$ cat src/logic/mlie_map.svh
`ifndef MLIE_MAP_SVH
`define MLIE_MAP_SVH

// opcode masks and match values, 14-bit words
`define MLIE_LB_MSK 14'h3FE0
`define MLIE_LB_VAL 14'h0020
`define MLIE_LP_MSK 14'h3F80
`define MLIE_LP_VAL 14'h3180
`define MLIE_LW_MSK 14'h3F00
`define MLIE_LW_VAL 14'h3000
`define MLIE_WF_MSK 14'h3F80
`define MLIE_WF_VAL 14'h0080
`define MLIE_WI_MSK 14'h3FF8
`define MLIE_WI_VAL 14'h0018
`define MLIE_WK_MSK 14'h3F80
`define MLIE_WK_VAL 14'h3F80
`define MLIE_NOP_VAL 14'h0000
`define MLIE_OPT_VAL 14'h0062
`define MLIE_RST_VAL 14'h0001
// file addresses of the two indirect windows
`define MLIE_WIN0 7'h00
`define MLIE_WIN1 7'h01
// register bus indices
`define MLIE_R_WORK 4'h0
`define MLIE_R_BANK 4'h1
`define MLIE_R_PCLH 4'h2
`define MLIE_R_OPT 4'h3
`define MLIE_R_P0L 4'h4
`define MLIE_R_P0H 4'h5
`define MLIE_R_P1L 4'h6
`define MLIE_R_P1H 4'h7
`define MLIE_R_POWER_CONTROL_REG 4'h8
`define MLIE_R_STAT 4'h9
// power control field position
`define MLIE_POWER_CONTROL_REG_SWR 2
// reset values
`define MLIE_RST_OPT 8'hFF
`define MLIE_RST_STAT 8'h00
`endif

$ cat src/logic/mlie_pkg.sv
package mlie_pkg;
  typedef enum logic [3:0] {
    MLIE_OP_NONE = 4'h0,
    MLIE_OP_LB = 4'h1,
    MLIE_OP_LP = 4'h2,
    MLIE_OP_LW = 4'h3,
    MLIE_OP_WF = 4'h4,
    MLIE_OP_WI = 4'h5,
    MLIE_OP_WK = 4'h6,
    MLIE_OP_NOP = 4'h7,
    MLIE_OP_OPT = 4'h8,
    MLIE_OP_RST = 4'h9,
    MLIE_OP_BAD = 4'hA
  } mlie_op_t;

  typedef enum logic [1:0] {
    MLIE_PRE_INC = 2'h0,
    MLIE_PRE_DEC = 2'h1,
    MLIE_POST_INC = 2'h2,
    MLIE_POST_DEC = 2'h3
  } mlie_mode_t;

  // write toward the data register file
  typedef struct packed {
    logic we;
    logic [15:0] addr;
    logic [7:0] data;
  } mlie_mem_wr_t;

  typedef struct packed {
    logic [7:0] work;
    logic [4:0] bank;
    logic [6:0] pclh;
    logic [7:0] opt;
    logic [1:0][15:0] ptr;
    logic swr_flag;
    logic [7:0] stat;
    logic [7:0] rdata;
    mlie_mem_wr_t mem;
    logic soft_rst;
  } mlie_state_t;
endpackage : mlie_pkg

$ cat src/logic/mlie_exec.sv
// Our own choices: the strobed register port and the address map.
`timescale 1ns/100ps
`include "mlie_map.svh"
module mlie_exec #(
  parameter int REG_AW = 4
) (
  // clock and reset
  input wire logic ref_clk_in,
  input wire logic rst_n_in,
  // instruction from the fetch path
  input wire logic instr_valid_in,
  input wire logic [13:0] instr_in,
  output logic instr_done_out,
  output logic instr_bad_out,
  // register bus
  input wire logic [REG_AW-1:0] reg_addr_in,
  input wire logic [7:0] reg_wdata_in,
  input wire logic reg_wr_in,
  input wire logic reg_rd_in,
  output logic [7:0] reg_rdata_out,
  // toward the register file and core
  output mlie_pkg::mlie_mem_wr_t mem_wr_out,
  output logic [4:0] bank_select_reg_out,
  output logic [6:0] pc_high_latch_out,
  output logic [7:0] option_reg_out,
  output logic soft_reset_out
);
  import mlie_pkg::*;

  // an index narrower than four bits cannot reach the whole map; refuse
  // it at elaboration rather than let registers alias one another
  if (REG_AW < 4) begin : g_aw_check
    $error("REG_AW must be at least 4");
  end

  mlie_state_t st_ff;
  mlie_state_t nxt_st;
  mlie_op_t op;
  logic [3:0] ra;
  logic [15:0] cur_ptr;
  logic [15:0] step_ptr;
  logic [15:0] rel_addr;
  logic sel;

  // an index past the map aliases nothing: it reads 00 and writes nowhere
  // upper address bits beyond the map make the access miss
  assign ra = (reg_addr_in >> 4) == '0 ? reg_addr_in[3:0] : 4'hF;

  // opcode classification; exact words are matched before masked groups
  // words of other groups fall through to the bad code and are ignored
  always_comb begin
    if (!instr_valid_in) begin
      op = MLIE_OP_NONE;
    end else if (instr_in == `MLIE_NOP_VAL) begin
      op = MLIE_OP_NOP;
    end else if (instr_in == `MLIE_RST_VAL) begin
      op = MLIE_OP_RST;
    end else if (instr_in == `MLIE_OPT_VAL) begin
      op = MLIE_OP_OPT;
    end else if ((instr_in & `MLIE_LB_MSK) == `MLIE_LB_VAL) begin
      op = MLIE_OP_LB;
    end else if ((instr_in & `MLIE_LP_MSK) == `MLIE_LP_VAL) begin
      op = MLIE_OP_LP;
    end else if ((instr_in & `MLIE_LW_MSK) == `MLIE_LW_VAL) begin
      op = MLIE_OP_LW;
    end else if ((instr_in & `MLIE_WF_MSK) == `MLIE_WF_VAL) begin
      op = MLIE_OP_WF;
    end else if ((instr_in & `MLIE_WI_MSK) == `MLIE_WI_VAL) begin
      op = MLIE_OP_WI;
    end else if ((instr_in & `MLIE_WK_MSK) == `MLIE_WK_VAL) begin
      op = MLIE_OP_WK;
    end else begin
      op = MLIE_OP_BAD;
    end
  end

  // pointer arithmetic; 16-bit sums wrap by width
  // each step direction has its own adder; bit 0 picks the direction, bit 1 the use
  always_comb begin
    sel = (op == MLIE_OP_WK) ? instr_in[6] : instr_in[2];
    cur_ptr = st_ff.ptr[sel];
    step_ptr = instr_in[0] ? cur_ptr - 16'h0001 : cur_ptr + 16'h0001;
    rel_addr = cur_ptr + {{10{instr_in[5]}}, instr_in[5:0]};
  end

  // next state: bus write first, a same-cycle instruction overrides it
  always_comb begin
    nxt_st = st_ff;
    nxt_st.mem.we = 1'b0;
    nxt_st.soft_rst = 1'b0;
    if (reg_wr_in) begin
      unique case (ra)
        `MLIE_R_WORK: nxt_st.work = reg_wdata_in;
        `MLIE_R_BANK: nxt_st.bank = reg_wdata_in[4:0];
        `MLIE_R_PCLH: nxt_st.pclh = reg_wdata_in[6:0];
        `MLIE_R_OPT: nxt_st.opt = reg_wdata_in;
        `MLIE_R_P0L: nxt_st.ptr[0][7:0] = reg_wdata_in;
        `MLIE_R_P0H: nxt_st.ptr[0][15:8] = reg_wdata_in;
        `MLIE_R_P1L: nxt_st.ptr[1][7:0] = reg_wdata_in;
        `MLIE_R_P1H: nxt_st.ptr[1][15:8] = reg_wdata_in;
        `MLIE_R_POWER_CONTROL_REG: nxt_st.swr_flag = reg_wdata_in[`MLIE_POWER_CONTROL_REG_SWR];
        `MLIE_R_STAT: nxt_st.stat = reg_wdata_in;
        default: nxt_st.swr_flag = st_ff.swr_flag;
      endcase
    end
    // only the soft reset instruction of this group touches stat
    unique case (op)
      MLIE_OP_LB: nxt_st.bank = instr_in[4:0];
      MLIE_OP_LP: nxt_st.pclh = instr_in[6:0];
      MLIE_OP_LW: nxt_st.work = instr_in[7:0];
      MLIE_OP_WF: begin
        nxt_st.mem.we = 1'b1;
        nxt_st.mem.data = st_ff.work;
        // windows have no storage, aim at the pointer instead
        if (instr_in[6:0] == `MLIE_WIN0) begin
          nxt_st.mem.addr = st_ff.ptr[0];
        end else if (instr_in[6:0] == `MLIE_WIN1) begin
          nxt_st.mem.addr = st_ff.ptr[1];
        end else begin
          nxt_st.mem.addr = {4'h0, st_ff.bank, instr_in[6:0]};
        end
      end
      MLIE_OP_WI: begin
        nxt_st.mem.we = 1'b1;
        nxt_st.mem.data = st_ff.work;
        // bit 1 picks post, bit 0 picks decrement
        nxt_st.mem.addr = instr_in[1] ? cur_ptr : step_ptr;
        nxt_st.ptr[sel] = step_ptr;
      end
      MLIE_OP_WK: begin
        nxt_st.mem.we = 1'b1;
        nxt_st.mem.data = st_ff.work;
        nxt_st.mem.addr = rel_addr; // pointer kept
      end
      MLIE_OP_OPT: nxt_st.opt = st_ff.work;
      MLIE_OP_RST: begin
        // same values as the hardware reset, flag cleared
        nxt_st = '0;
        nxt_st.opt = `MLIE_RST_OPT;
        nxt_st.stat = `MLIE_RST_STAT;
        nxt_st.swr_flag = 1'b0;
        nxt_st.soft_rst = 1'b1;
      end
      MLIE_OP_NOP: nxt_st.mem.we = 1'b0; // nothing changes
      MLIE_OP_NONE, MLIE_OP_BAD: nxt_st.mem.we = 1'b0;
    endcase
    // read data is shown one cycle after the strobe and only then
    nxt_st.rdata = 8'h00;
    if (reg_rd_in) begin
      unique case (ra)
        `MLIE_R_WORK: nxt_st.rdata = st_ff.work;
        `MLIE_R_BANK: nxt_st.rdata = {3'h0, st_ff.bank};
        `MLIE_R_PCLH: nxt_st.rdata = {1'h0, st_ff.pclh};
        `MLIE_R_OPT: nxt_st.rdata = st_ff.opt;
        `MLIE_R_P0L: nxt_st.rdata = st_ff.ptr[0][7:0];
        `MLIE_R_P0H: nxt_st.rdata = st_ff.ptr[0][15:8];
        `MLIE_R_P1L: nxt_st.rdata = st_ff.ptr[1][7:0];
        `MLIE_R_P1H: nxt_st.rdata = st_ff.ptr[1][15:8];
        `MLIE_R_POWER_CONTROL_REG: nxt_st.rdata = 8'(st_ff.swr_flag) << `MLIE_POWER_CONTROL_REG_SWR;
        `MLIE_R_STAT: nxt_st.rdata = st_ff.stat;
        default: nxt_st.rdata = 8'h00;
      endcase
    end
  end

  // single state register; hardware reset sets the flag
  // the flag lets software tell a power-up from a software reset
  always_ff @(posedge ref_clk_in) begin
    if (!rst_n_in) begin
      st_ff <= '0;
      st_ff.opt <= `MLIE_RST_OPT;
      st_ff.stat <= `MLIE_RST_STAT;
      st_ff.swr_flag <= 1'b1;
    end else begin
      st_ff <= nxt_st;
    end
  end

  // every accepted word retires in its own cycle
  assign instr_done_out = instr_valid_in && op != MLIE_OP_BAD;
  assign instr_bad_out = op == MLIE_OP_BAD;
  assign reg_rdata_out = st_ff.rdata;
  assign mem_wr_out = st_ff.mem;
  assign bank_select_reg_out = st_ff.bank;
  assign pc_high_latch_out = st_ff.pclh;
  assign option_reg_out = st_ff.opt;
  assign soft_reset_out = st_ff.soft_rst;
endmodule : mlie_exec

$ cat config.mk
export PLATFORM = sky130hd
export DESIGN_NAME = mlie_exec
export DESIGN_NICKNAME = d
export VERILOG_FILES = /design/src/logic/mlie_pkg.sv /design/src/logic/mlie_exec.sv
export VERILOG_INCLUDE_DIRS = /design/src /design/src/logic
export SDC_FILE = /design/constraint.sdc
export NUM_CORES = 1
export LEC_CHECK = 0
export BUFFER_PORTS_ARGS = -buffer_cell sky130_fd_sc_hd__buf_2
export CAP_MARGIN = 5
export CORE_MARGIN = 2
export CORE_UTILIZATION = 65
export DETAILED_ROUTE_END_ITERATION = 10
export PLACE_DENSITY = 0.95
export SKIP_LAST_GASP = 1
export SYNTH_ARGS = -nofsm -noshare
export SYNTH_HDL_FRONTEND = slang
export SYNTH_SLANG_ARGS = --single-unit
$ cat constraint.sdc
create_clock -name ref_clk_in -period 8.1 [get_ports ref_clk_in]
set_clock_uncertainty 0.05 [all_clocks]
set_input_delay 0 -clock ref_clk_in [delete_from_list [all_inputs] [get_ports ref_clk_in]]
set_output_delay 0 -clock ref_clk_in [all_outputs]
set_load 0.02 [all_outputs]
==> flow_metrics.env, run 1 <==
export IMPL_status="finished, final reports clean"
export IMPL_cp_common_cell="a21o_1"
export IMPL_relSlewSlack_pct=24.57
export IMPL_final_nets=1091
export IMPL_final_util_pct=70.44
export IMPL_die_w_um=115.4
export IMPL_ioPinCount=87
export IMPL_gp_congestion=1.016
export IMPL_rows=40
export IMPL_crit_path_start_kind="input port"
export IMPL_synth_yosys_seq_area_share_pct=25.55
export IMPL_grt_pass1_wl_mm=42.01
export IMPL_clkLatencyLatePin_ps=370
export IMPL_root_buffer="clkbuf_16"
export IMPL_routedWlPerCell_um=22.71
export IMPL_postSynthAreaPerCell_sq_um=7.836
export IMPL_ys_warnings_count=0
export IMPL_cp_max_fo=19
export IMPL_synth_seq_cells=103
export IMPL_report_final_slew_viol_count=0
export IMPL_cp_num_buf_inv=1
export IMPL_antenna_found_initial=1
export IMPL_tritoncts="yes"
export IMPL_rsz0062_at_grt="false"
export IMPL_power_density_mw_per_mm2=136.9
export IMPL_gr_total_overflow=0
export IMPL_grtUsageTotal_pct=41.06
export IMPL_path_class="in2reg"
export IMPL_grt_max_degree=43
export IMPL_initial_core_util_pct=66.92
export IMPL_fin_worst_hold_slack_ps=19.57
export IMPL_hold_path_class="in2reg"
export IMPL_clock_sinks=103
export IMPL_layout_drive_gt1_share_pct=16.78
export IMPL_final_cells=1199
export IMPL_wirelength_mm=27.23
export IMPL_dp_hpwl_mm=18.89
export IMPL_cts_buffers=9
export IMPL_drc=0
export IMPL_clkTransAtPathRegs_ps=80
export IMPL_cp_slowest_cell="or4b_2"
export IMPL_syn_instance_count=1030
export IMPL_cp_cell_sequence="buf_2 > or4b_2 > o22a_1 > o32a_1 > nand3_4 > mux2i_4 > mux2_2 > fa_1 > a21o_1 > a21o_1 > a21oi_1 > o21ai_0 > a221oi_1 > o211a_1 > o311ai_0 > mux2i_1 > o31ai_1"
export IMPL_tightest_slew_ps=1130
export IMPL_finalSetupViolCount=0
export IMPL_drtIter0Drc=1344
export IMPL_crit_required_ps=8280
export IMPL_htreeDepth=3
export IMPL_placedCellCount=1175
export IMPL_viasPerCell=7.085
export IMPL_clockBufferDepth=2
export IMPL_fin_crit_sh_pct=67.68
export IMPL_dieArea_sq_mm=0.01333
export IMPL_p_total_w=0.001163
export IMPL_finalSetupTns_ps=0
export IMPL_slowest_delay_ps=670
export IMPL_fmax_ghz=0.1824
export IMPL_finalHoldViolCount=0
export IMPL_design_core_area_sq_mm=0.01206
export IMPL_die_h_um=115.4
export IMPL_syn_area_sq_mm=0.008071
export IMPL_crit_arrival_ps=5670
export IMPL_area_growth_pct=5.255
export IMPL_p_leak_nw=3.653
export IMPL_diodes=0
export IMPL_synthArstFlopShare_pct=0
export IMPL_synth_nets=1095
export IMPL_synth_enable_flop_cells=0
export IMPL_firstDrtPassIters=6
export IMPL_drtAntennaViolNets=0
export IMPL_cp_end_kind="flop"
export IMPL_layout_min_cycle_time_ps=5482
export IMPL_drv_cap=0
export IMPL_critical_path_top_delay_family="compound AO/OA/AOI/OAI gates"
export IMPL_peakVddDrop_mv=0.1009
export IMPL_yosysUniqueCellTypes=80
export IMPL_vias=8495
export IMPL_io_buffers=86
export IMPL_grt_pass1_vias=7708
export IMPL_cts_resized=0
export IMPL_synth_ff_type="dfxtp_1"
-- cell families after synthesis --
kind of cell	after synthesis	share of synthesized area [%]
fa+ha+maj	34	5.456
mux	77	10.77
flops	103	25.55
compound gates	301	25.52
buf+inv	140	9.301
simple gates	352	20.91
xor+xnor	23	2.496
-- per-layer routing --
layer | global-route usage (%) | vias up | routed length [um]
li1 | - | 3766 | -
met1 | 52.70 | 3885 | 10220
met2 | 60.94 | 684 | 11400
met3 | 13.13 | 160 | 3765
met4 | 23.29 | 0 | 1835
met5 | 0 | - | 0
-- cell type report --
cell class | count | area (sq um)
clock buffers | 9 | 225.2
fillers | 980 | 3566
flip-flops and latches | 103 | 2062
clock inverters | 7 | 56.30
inverters | 19 | 71.32
multi-input cells | 787 | 5270
well taps | 168 | 210.2
repair buffers | 106 | 600.6
-- synth_stat cells, types with 10 or more instances --
master / number / area, sq um
clkbuf_1: 48 / 180.2
a31oi_1: 15 / 93.84
ha_1: 32 / 400.4
buf_2: 15 / 75.07
a211oi_1: 23 / 172.7
mux2_2: 22 / 247.7
buf_4: 55 / 412.9
inv_1: 19 / 71.32
a21o_1: 10 / 75.07
nand2_1: 92 / 345.3
o21ai_0: 35 / 175.2
mux2i_1: 46 / 460.4
nand3_1: 40 / 200.2
nor3_1: 46 / 230.2
dfxtp_1: 103 / 2062
nor2_1: 98 / 367.9
or3_1: 10 / 62.56
o22ai_1: 17 / 106.4
o211ai_1: 10 / 75.07
a22o_1: 11 / 96.34
a21oi_1: 92 / 460.4
xnor2_1: 17 / 148.9
o221ai_1: 10 / 87.58
-- tightest hold or removal path, cell delays in order --
cell and delay [ps]:
buf_2 90, nand3_1 230, a21oi_1 60
-- cell usage in the layout, fill, tap and decap left out, types with 6 or more instances in the layout --
cell / n
nand2_1: 92
xor2_1: 6
a31oi_1: 15
buf_2: 86
o211a_1: 8
dfxtp_1: 103
a21o_1: 10
o21ai_0: 35
o22ai_1: 17
nor3_1: 46
inv_1: 19
o211ai_1: 10
nor2b_1: 6
a22oi_1: 6
ha_1: 32
nor2_1: 97
or2_2: 7
o221ai_1: 10
nand3_1: 40
a211oi_1: 23
mux2_2: 22
or3_1: 10
a21oi_1: 92
clkbuf_16: 9
nand4_1: 7
nand2b_1: 9
buf_4: 12
and3_1: 9
dlygate4sd3_1: 8
xnor2_1: 17
mux2i_1: 46
a221oi_1: 7
a22o_1: 11
-- state kept, by name (all words and copies together), names as in the netlist --
name,cells
reg_rdata_out,8
st_ff,49
option_reg_out,8
bank_select_reg_out,5
soft_reset_out,1
mem_wr_out,25
pc_high_latch_out,7
-- path summary, 6_finish.rpt --
path                       from          endpoint  slack (ps)  cells past startpoint
setup reg to reg      st_ff[59]    mem_wr_out[22]        4080                     13
hold / removal        reg_rd_in  reg_rdata_out[3]          20                      3
setup / recovery    instr_in[5]    mem_wr_out[22]        2620                     17
hold reg to reg   mem_wr_out[1]     mem_wr_out[1]         410                      2
-- metrics by stage --
stage | worst slack [ps] | instance area (sq um)
floorplan | 3398 | 8071
global placement | 2564 | 8134
detailed placement | 2368 | 8134
CTS | 2745 | 8496
global route | 2194 | 8496
finish | 2618 | 8496
-- timing repair --
action | 4_1_cts | 5_1_grt
buffers inserted | 0 | 0
endpoints found under the setup margin | 0 | 0
hold endpoints to repair | 9 | 0
hold buffers | 8 | 0
-- report_power, final --
part / internal, W / switching, W
combinational: 0.0000715 / 0.000136
sequential: 0.000517 / 0.0000127
clock: 0.000212 / 0.000214
total: 0.000800 / 0.000363
Note: power is estimated with default switching activity, not from simulation.
==> run 2, diff against run 1 <==
--- a/config.mk
+++ b/config.mk
@@ -9,9 +9,9 @@
 export BUFFER_PORTS_ARGS = -buffer_cell sky130_fd_sc_hd__buf_2
 export CAP_MARGIN = 5
 export CORE_MARGIN = 2
-export CORE_UTILIZATION = 65
+export CORE_UTILIZATION = 60
 export DETAILED_ROUTE_END_ITERATION = 10
-export PLACE_DENSITY = 0.95
+export PLACE_DENSITY = 0.91
 export SKIP_LAST_GASP = 1
 export SYNTH_ARGS = -nofsm -noshare
 export SYNTH_HDL_FRONTEND = slang
==> constraint.sdc (replaced) <==
create_clock -name ref_clk_in -period 5.65 [get_ports ref_clk_in]
set_clock_uncertainty 0.05 [all_clocks]
set_input_delay 0 -clock ref_clk_in [delete_from_list [all_inputs] [get_ports ref_clk_in]]
set_output_delay 0 -clock ref_clk_in [all_outputs]
set_load 0.02 [all_outputs]
==> run 2 against run 1 <==
Net effect:
- count of clock-buffer cells in the layout is the same
- via count shrank 1.1%
- critical path type unchanged
- routed wire length shrank 2.1%
- critical path depth is the same
- clock power grew 55%
- register-to-register slack lost 2400 ps
==> flow_metrics.env, run 2 (synthesis gave the netlist of run 1 again) <==
export IMPL_status="finished, final reports clean"
export IMPL_die_h_um=120.0
export IMPL_clkPwrFrac_pct=38.5
export IMPL_crit_required_ps=5850
export IMPL_cp_max_fo=9
export IMPL_grt_pass1_vias=7627
export IMPL_power_frac_comb_pct=17.2
export IMPL_io_buffers=86
export IMPL_clock_sinks=103
export IMPL_grt_max_degree=47
export IMPL_fin_worst_hold_slack_ps=77.87
export IMPL_mostFrequentLayoutCells="103 x dfxtp_1, 97 x nor2_1, 92 x a21oi_1, 92 x nand2_1, 86 x buf_2"
export IMPL_layout_min_cycle_time_ps=4754
export IMPL_routedWlPerCell_um=21.98
export IMPL_final_util_pct=65.09
export IMPL_rows=42
export IMPL_design_core_area_sq_mm=0.01319
export IMPL_gr_total_overflow=0
export IMPL_root_buffer="clkbuf_16"
export IMPL_area_growth_pct=6.371
export IMPL_p_total_w=0.001716
export IMPL_firstDrtPassIters=6
export IMPL_cts_buffers=9
export IMPL_ioPinCount=87
export IMPL_p_leak_nw=3.695
export IMPL_final_nets=1097
export IMPL_cp_cell_sequence="buf_2 > or3_4 > or3_4 > o32a_1 > nand3_4 > mux2i_4 > mux2_2 > fa_1 > a21o_1 > a21o_1 > a21oi_1 > o21ai_0 > a221oi_1 > xnor2_1 > mux2_2 > a221oi_2 > nor2_1"
export IMPL_finalHoldViolCount=0
export IMPL_fin_crit_sh_pct=84.15
export IMPL_clkTransAtPathRegs_ps=80
export IMPL_crit_arrival_ps=4960
export IMPL_antenna_found_initial=0
export IMPL_relSlewSlack_pct=26.12
export IMPL_drtAntennaViolNets=0
export IMPL_power_frac_seq_pct=44.3
export IMPL_vias=8405
export IMPL_drtIter0Drc=1272
export IMPL_path_class="in2reg"
export IMPL_cts_setup_buffers=0
export IMPL_dieArea_sq_mm=0.01440
export IMPL_tritoncts="yes"
export IMPL_finalSetupViolCount=0
export IMPL_largest_register_ffs=49
export IMPL_finalSetupTns_ps=0
export IMPL_wirelength_mm=26.66
export IMPL_hold_path_class="in2reg"
export IMPL_p_sw_w=0.0005499
export IMPL_drc=0
export IMPL_fillers=1123
export IMPL_p_int_w=0.001167
export IMPL_diodes=0
export IMPL_gp_congestion=1.006
export IMPL_swShare_pct=32.04
export IMPL_tightest_slew_ps=1107
export IMPL_seqCellArea_sq_mm=0.002062
export IMPL_die_w_um=120.0
export IMPL_viasPerCell=6.929
export IMPL_regMostFlops="st_ff"
export IMPL_power_density_mw_per_mm2=199.9
export IMPL_crit_path_start_kind="input port"
export IMPL_final_common_cell="dfxtp_1"
export IMPL_postCtsHoldBufs=8
export IMPL_setup_slack_ps=895.7
export IMPL_cp_end_kind="flop"
export IMPL_multi_input_area_sq_mm=0.005270
export IMPL_peakVddDrop_mv=0.1486
export IMPL_rsz0062_at_grt="false"
export IMPL_layout_drive_gt1_share_pct=17.26
export IMPL_clkLatencyLatePin_ps=360
export IMPL_dp_worst_setup_slack_ps=545.4
export IMPL_grt_pass1_wl_mm=41.14
export IMPL_htreeDepth=3
export IMPL_initial_core_util_pct=61.19
export IMPL_cts_resized=0
export IMPL_fmax_ghz=0.2103
export IMPL_drv_cap=0
export IMPL_dp_hpwl_mm=19.16
export IMPL_cp_slowest_cell="a221oi_1"
export IMPL_grtUsageTotal_pct=36.46
export IMPL_slowest_delay_ps=590
export IMPL_clockBufferDepth=2
export IMPL_report_final_slew_viol_count=0
[run 2: critical path: cells and delay by family]
| family | cells | cell delay (ps) |
|---|---|---|
| xor gates and xnor gates | 1 | 260 |
| buffers and inverters | 1 | 120 |
| and+or+nand+nor | 4 | 1050 |
| adders and majority gates | 1 | 410 |
| AOI/OAI and AO/OA | 7 | 2100 |
| muxes | 3 | 1000 |
[run 2: routing by layer]
layer	track usage, %	part of all wire (%)	vias to the layer above
met5	0	0	-
met2	55.01	43	625
li1	-	-	3789
met1	48.58	39	3868
met4	19.78	5.6	0
met3	7.652	13	123
[run 2: cell type report]
class                      count  area share [%]
sequential                   103           24.02
multi-input combinational    787           61.38
tap                          176           2.565
timing repair buffer         112           7.520
clock inverter                 7           1.064
inverter                      19          0.8307
clock buffer                   9           2.623
[run 2: path summary, 6_finish.rpt]
kind | slack, ps | startpoint | endpoint | depth (start not counted)
max | 900 | instr_in[10] | mem_wr_out[18] | 17
min | 80 | instr_in[3] | st_ff[98] | 3
max reg2reg | 1670 | st_ff[59] | mem_wr_out[18] | 13
min reg2reg | 410 | st_ff[35] | st_ff[35] | 2
[run 2: per-stage QoR]
| step | cell area (sq um) | instances |
|---|---|---|
| 2_1_floorplan | 8071 | 1030 |
| 3_3_place_gp | 8189 | 1189 |
| 3_5_place_dp | 8189 | 1189 |
| 4_1_cts | 8586 | 1213 |
| 5_1_grt | 8586 | 1213 |
| 6_report | 8586 | 1213 |
[run 2: power groups by stage]
stage                     registers [W]  logic (W)  clock network, W
after floorplan                0.000767   0.000212                 0
after global placement         0.000775   0.000275                 0
after detailed placement       0.000776   0.000280                 0
after CTS                      0.000758   0.000286          0.000657
after global routing           0.000761   0.000317          0.000685
final                          0.000760   0.000295          0.000661
==> run 3, diff against run 2 <==
--- a/config.mk
+++ b/config.mk
@@ -9,9 +9,9 @@
 export BUFFER_PORTS_ARGS = -buffer_cell sky130_fd_sc_hd__buf_2
 export CAP_MARGIN = 5
 export CORE_MARGIN = 2
-export CORE_UTILIZATION = 60
+export CORE_UTILIZATION = 55
 export DETAILED_ROUTE_END_ITERATION = 10
-export PLACE_DENSITY = 0.91
+export PLACE_DENSITY = 0.88
 export SKIP_LAST_GASP = 1
 export SYNTH_ARGS = -nofsm -noshare
 export SYNTH_HDL_FRONTEND = slang
==> constraint.sdc (replaced) <==
create_clock -name ref_clk_in -period 3.8 [get_ports ref_clk_in]
set_clock_uncertainty 0.05 [all_clocks]
set_input_delay 0 -clock ref_clk_in [delete_from_list [all_inputs] [get_ports ref_clk_in]]
set_output_delay 0 -clock ref_clk_in [all_outputs]
set_load 0.02 [all_outputs]
==> run 3 against run 2 <==
Net effect:
- the flow now finishes with violations (setup timing)
- combinational power up 89%
- first-iteration DRC count grew 29%
- register-to-register slack lost 1500 ps
- non-clock buffer count up 142
- cell area increased by 17%
- critical path depth is 2 higher
- sequential power rose by 49%
- sequential share of layout area decreased by 3.5 points
- worst setup slack got worse by 1100 ps
- largest cell class unchanged
- largest power group unchanged
==> flow_metrics.env, run 3 (synthesis gave the netlist of run 1 again) <==
export IMPL_finalHoldViolCount=0
export IMPL_clkLatencyLatePin_ps=380
export IMPL_power_frac_comb_pct=20.9
export IMPL_root_buffer="clkbuf_16"
export IMPL_crit_arrival_ps=4210
export IMPL_grt_max_degree=47
export IMPL_tritoncts="yes"
export IMPL_rows=44
export IMPL_cp_end_kind="flop"
export IMPL_dieArea_sq_mm=0.01566
export IMPL_viasPerCell=6.940
export IMPL_grt_pass1_wl_mm=45.71
export IMPL_regMostFlops="st_ff"
export IMPL_clock_sinks=103
export IMPL_p_sw_w=0.0008690
export IMPL_finalSetupViolCount=16
export IMPL_grtUsageTotal_pct=36.52
export IMPL_grtUsageMet3_pct=8.601
export IMPL_die_h_um=125.1
export IMPL_setup_slack_ps=-201.3
export IMPL_final_util_pct=69.57
export IMPL_fillers=1021
export IMPL_clkTransAtPathRegs_ps=80
export IMPL_cts_buffers=9
export IMPL_wirelength_mm=30.63
export IMPL_htreeDepth=3
export IMPL_fin_crit_sh_pct=105.3
export IMPL_power_density_mw_per_mm2=266.1
export IMPL_seqCellArea_sq_mm=0.002062
export IMPL_placed_cell_area_sq_mm=0.009235
export IMPL_p_leak_nw=4.487
export IMPL_mostFrequentLayoutCells="154 x buf_4, 103 x dfxtp_1, 97 x nor2_1"
export IMPL_antenna_found_initial=0
export IMPL_multi_input_area_sq_mm=0.005604
export IMPL_layout_drive_gt1_share_pct=30.96
export IMPL_tightest_slew_ps=944.2
export IMPL_drtAntennaViolNets=0
export IMPL_vias=9459
export IMPL_gr_total_overflow=0
export IMPL_final_cell_area_sq_mm=0.01003
export IMPL_crit_required_ps=4010
export IMPL_gr_usage_met2_pct=57.70
export IMPL_path_class="in2reg"
export IMPL_rsz0062_at_grt="true"
export IMPL_dp_hpwl_mm=20.71
export IMPL_gp_congestion=0.9980
export IMPL_drv_cap=0
export IMPL_diodes=0
export IMPL_clkPwrFrac_pct=36.8
export IMPL_io_buffers=86
export IMPL_die_w_um=125.1
export IMPL_largest_register_ffs=49
export IMPL_final_common_cell="buf_4"
export IMPL_fmax_ghz=0.2499
export IMPL_drtIter0Drc=1639
export IMPL_drc=0
export IMPL_routedWlPerCell_um=22.47
export IMPL_crit_path_start_kind="input port"
export IMPL_relSlewSlack_pct=36.82
export IMPL_layout_min_cycle_time_ps=4001
export IMPL_clockBufferDepth=2
export IMPL_status="complete, but fails checks"
export IMPL_grt_pass1_vias=8651
export IMPL_busiest_layer="met2"
export IMPL_p_int_w=0.001801
export IMPL_report_final_slew_viol_count=0
export IMPL_hold_path_class="in2reg"
export IMPL_peakVddDrop_mv=0.2147
export IMPL_initial_core_util_pct=55.96
export IMPL_cp_max_fo=4
export IMPL_violations="setup timing"
export IMPL_grt_use_met1_pct=45.00
export IMPL_final_nets=1239
export IMPL_ioPinCount=87
export IMPL_power_frac_seq_pct=42.3
export IMPL_swShare_pct=32.55
export IMPL_firstDrtPassIters=8
export IMPL_design_core_area_sq_mm=0.01442
export IMPL_area_growth_pct=24.32
==> run 3: cell types whose count changed in the layout (fill, tap and decap cells not counted), sizes merged <==
cell	before	now
buf	104	246
inv	23	20
clkinv	3	6
==> run 3: worst paths after layout <==
| path | from | end | slack (ps) | depth (start not counted) |
|---|---|---|---|---|
| setup / recovery | instr_in[11] | mem_wr_out[18] | -200 | 19 |
| hold / removal | reg_rd_in | reg_rdata_out[1] | 70 | 3 |
| setup reg to reg | st_ff[59] | mem_wr_out[20] | 190 | 14 |
| hold reg to reg | mem_wr_out[0] | mem_wr_out[0] | 410 | 2 |
==> run 3: what timing repair did <==
item | 4_1_cts | 5_1_grt
pin swaps | 28 | 45
gates resized for setup | 13 | 33
setup endpoints to repair | 13 | 28
hold buffers | 8 | 0
hold endpoints to repair | 9 | 0
setup buffers | 19 | 9
==> run 3: stage by stage <==
step           cells  setup TNS [ps]  power (W)  setup WS, ps  hold slack (ps)
2_1_floorplan   1030           -4793   0.001465        -429.4            97.49
3_3_place_gp    1317           -7446   0.001630        -471.9            295.0
3_5_place_dp    1317           -9466   0.001642        -574.4            305.5
4_1_cts         1360          -740.4   0.002617        -123.1            75.44
5_1_grt         1363           -4031   0.002740        -402.2            93.72
6_report        1363           -1578   0.002670        -201.3            74.22
==> run 3: area by class of cell <==
class                      count  share of cell area [%]
tap                          184                   2.294
inverter                      19                  0.7107
timing repair buffer         254                   17.44
sequential                   103                   20.55
clock inverter                 7                  0.9102
multi-input combinational    787                   55.85
clock buffer                   9                   2.244
==> run 3: power by group through the flow <==
stage / clock [W] / combinational (W) / sequential, W
after floorplan: 0 / 0.000325 / 0.00114
after global placement: 0 / 0.000479 / 0.00115
after detailed placement: 0 / 0.000490 / 0.00115
after CTS: 0.000978 / 0.000512 / 0.00113
after global routing: 0.00102 / 0.000586 / 0.00113
final: 0.000983 / 0.000557 / 0.00113
==> run 3: critical path, stage by stage <==
cell	delay, ps
buf_6	90
or3_4	380
or3_4	350
o32a_1	340
nand3_4	90
mux2i_4	290
buf_6	130
mux2_4	310
fa_2	350
a21o_1	200
a21o_1	220
a21oi_2	200
o21ai_2	100
a221oi_2	250
buf_4	200
xnor2_2	80
mux2_4	270
a221oi_2	290
nor2_1	60
==> run 3: layer usage <==
metal	vias up	wire length (um)
met5	-	0
met4	0	2375
met3	229	3775
met2	812	13560
met1	4340	10920
li1	4078	-
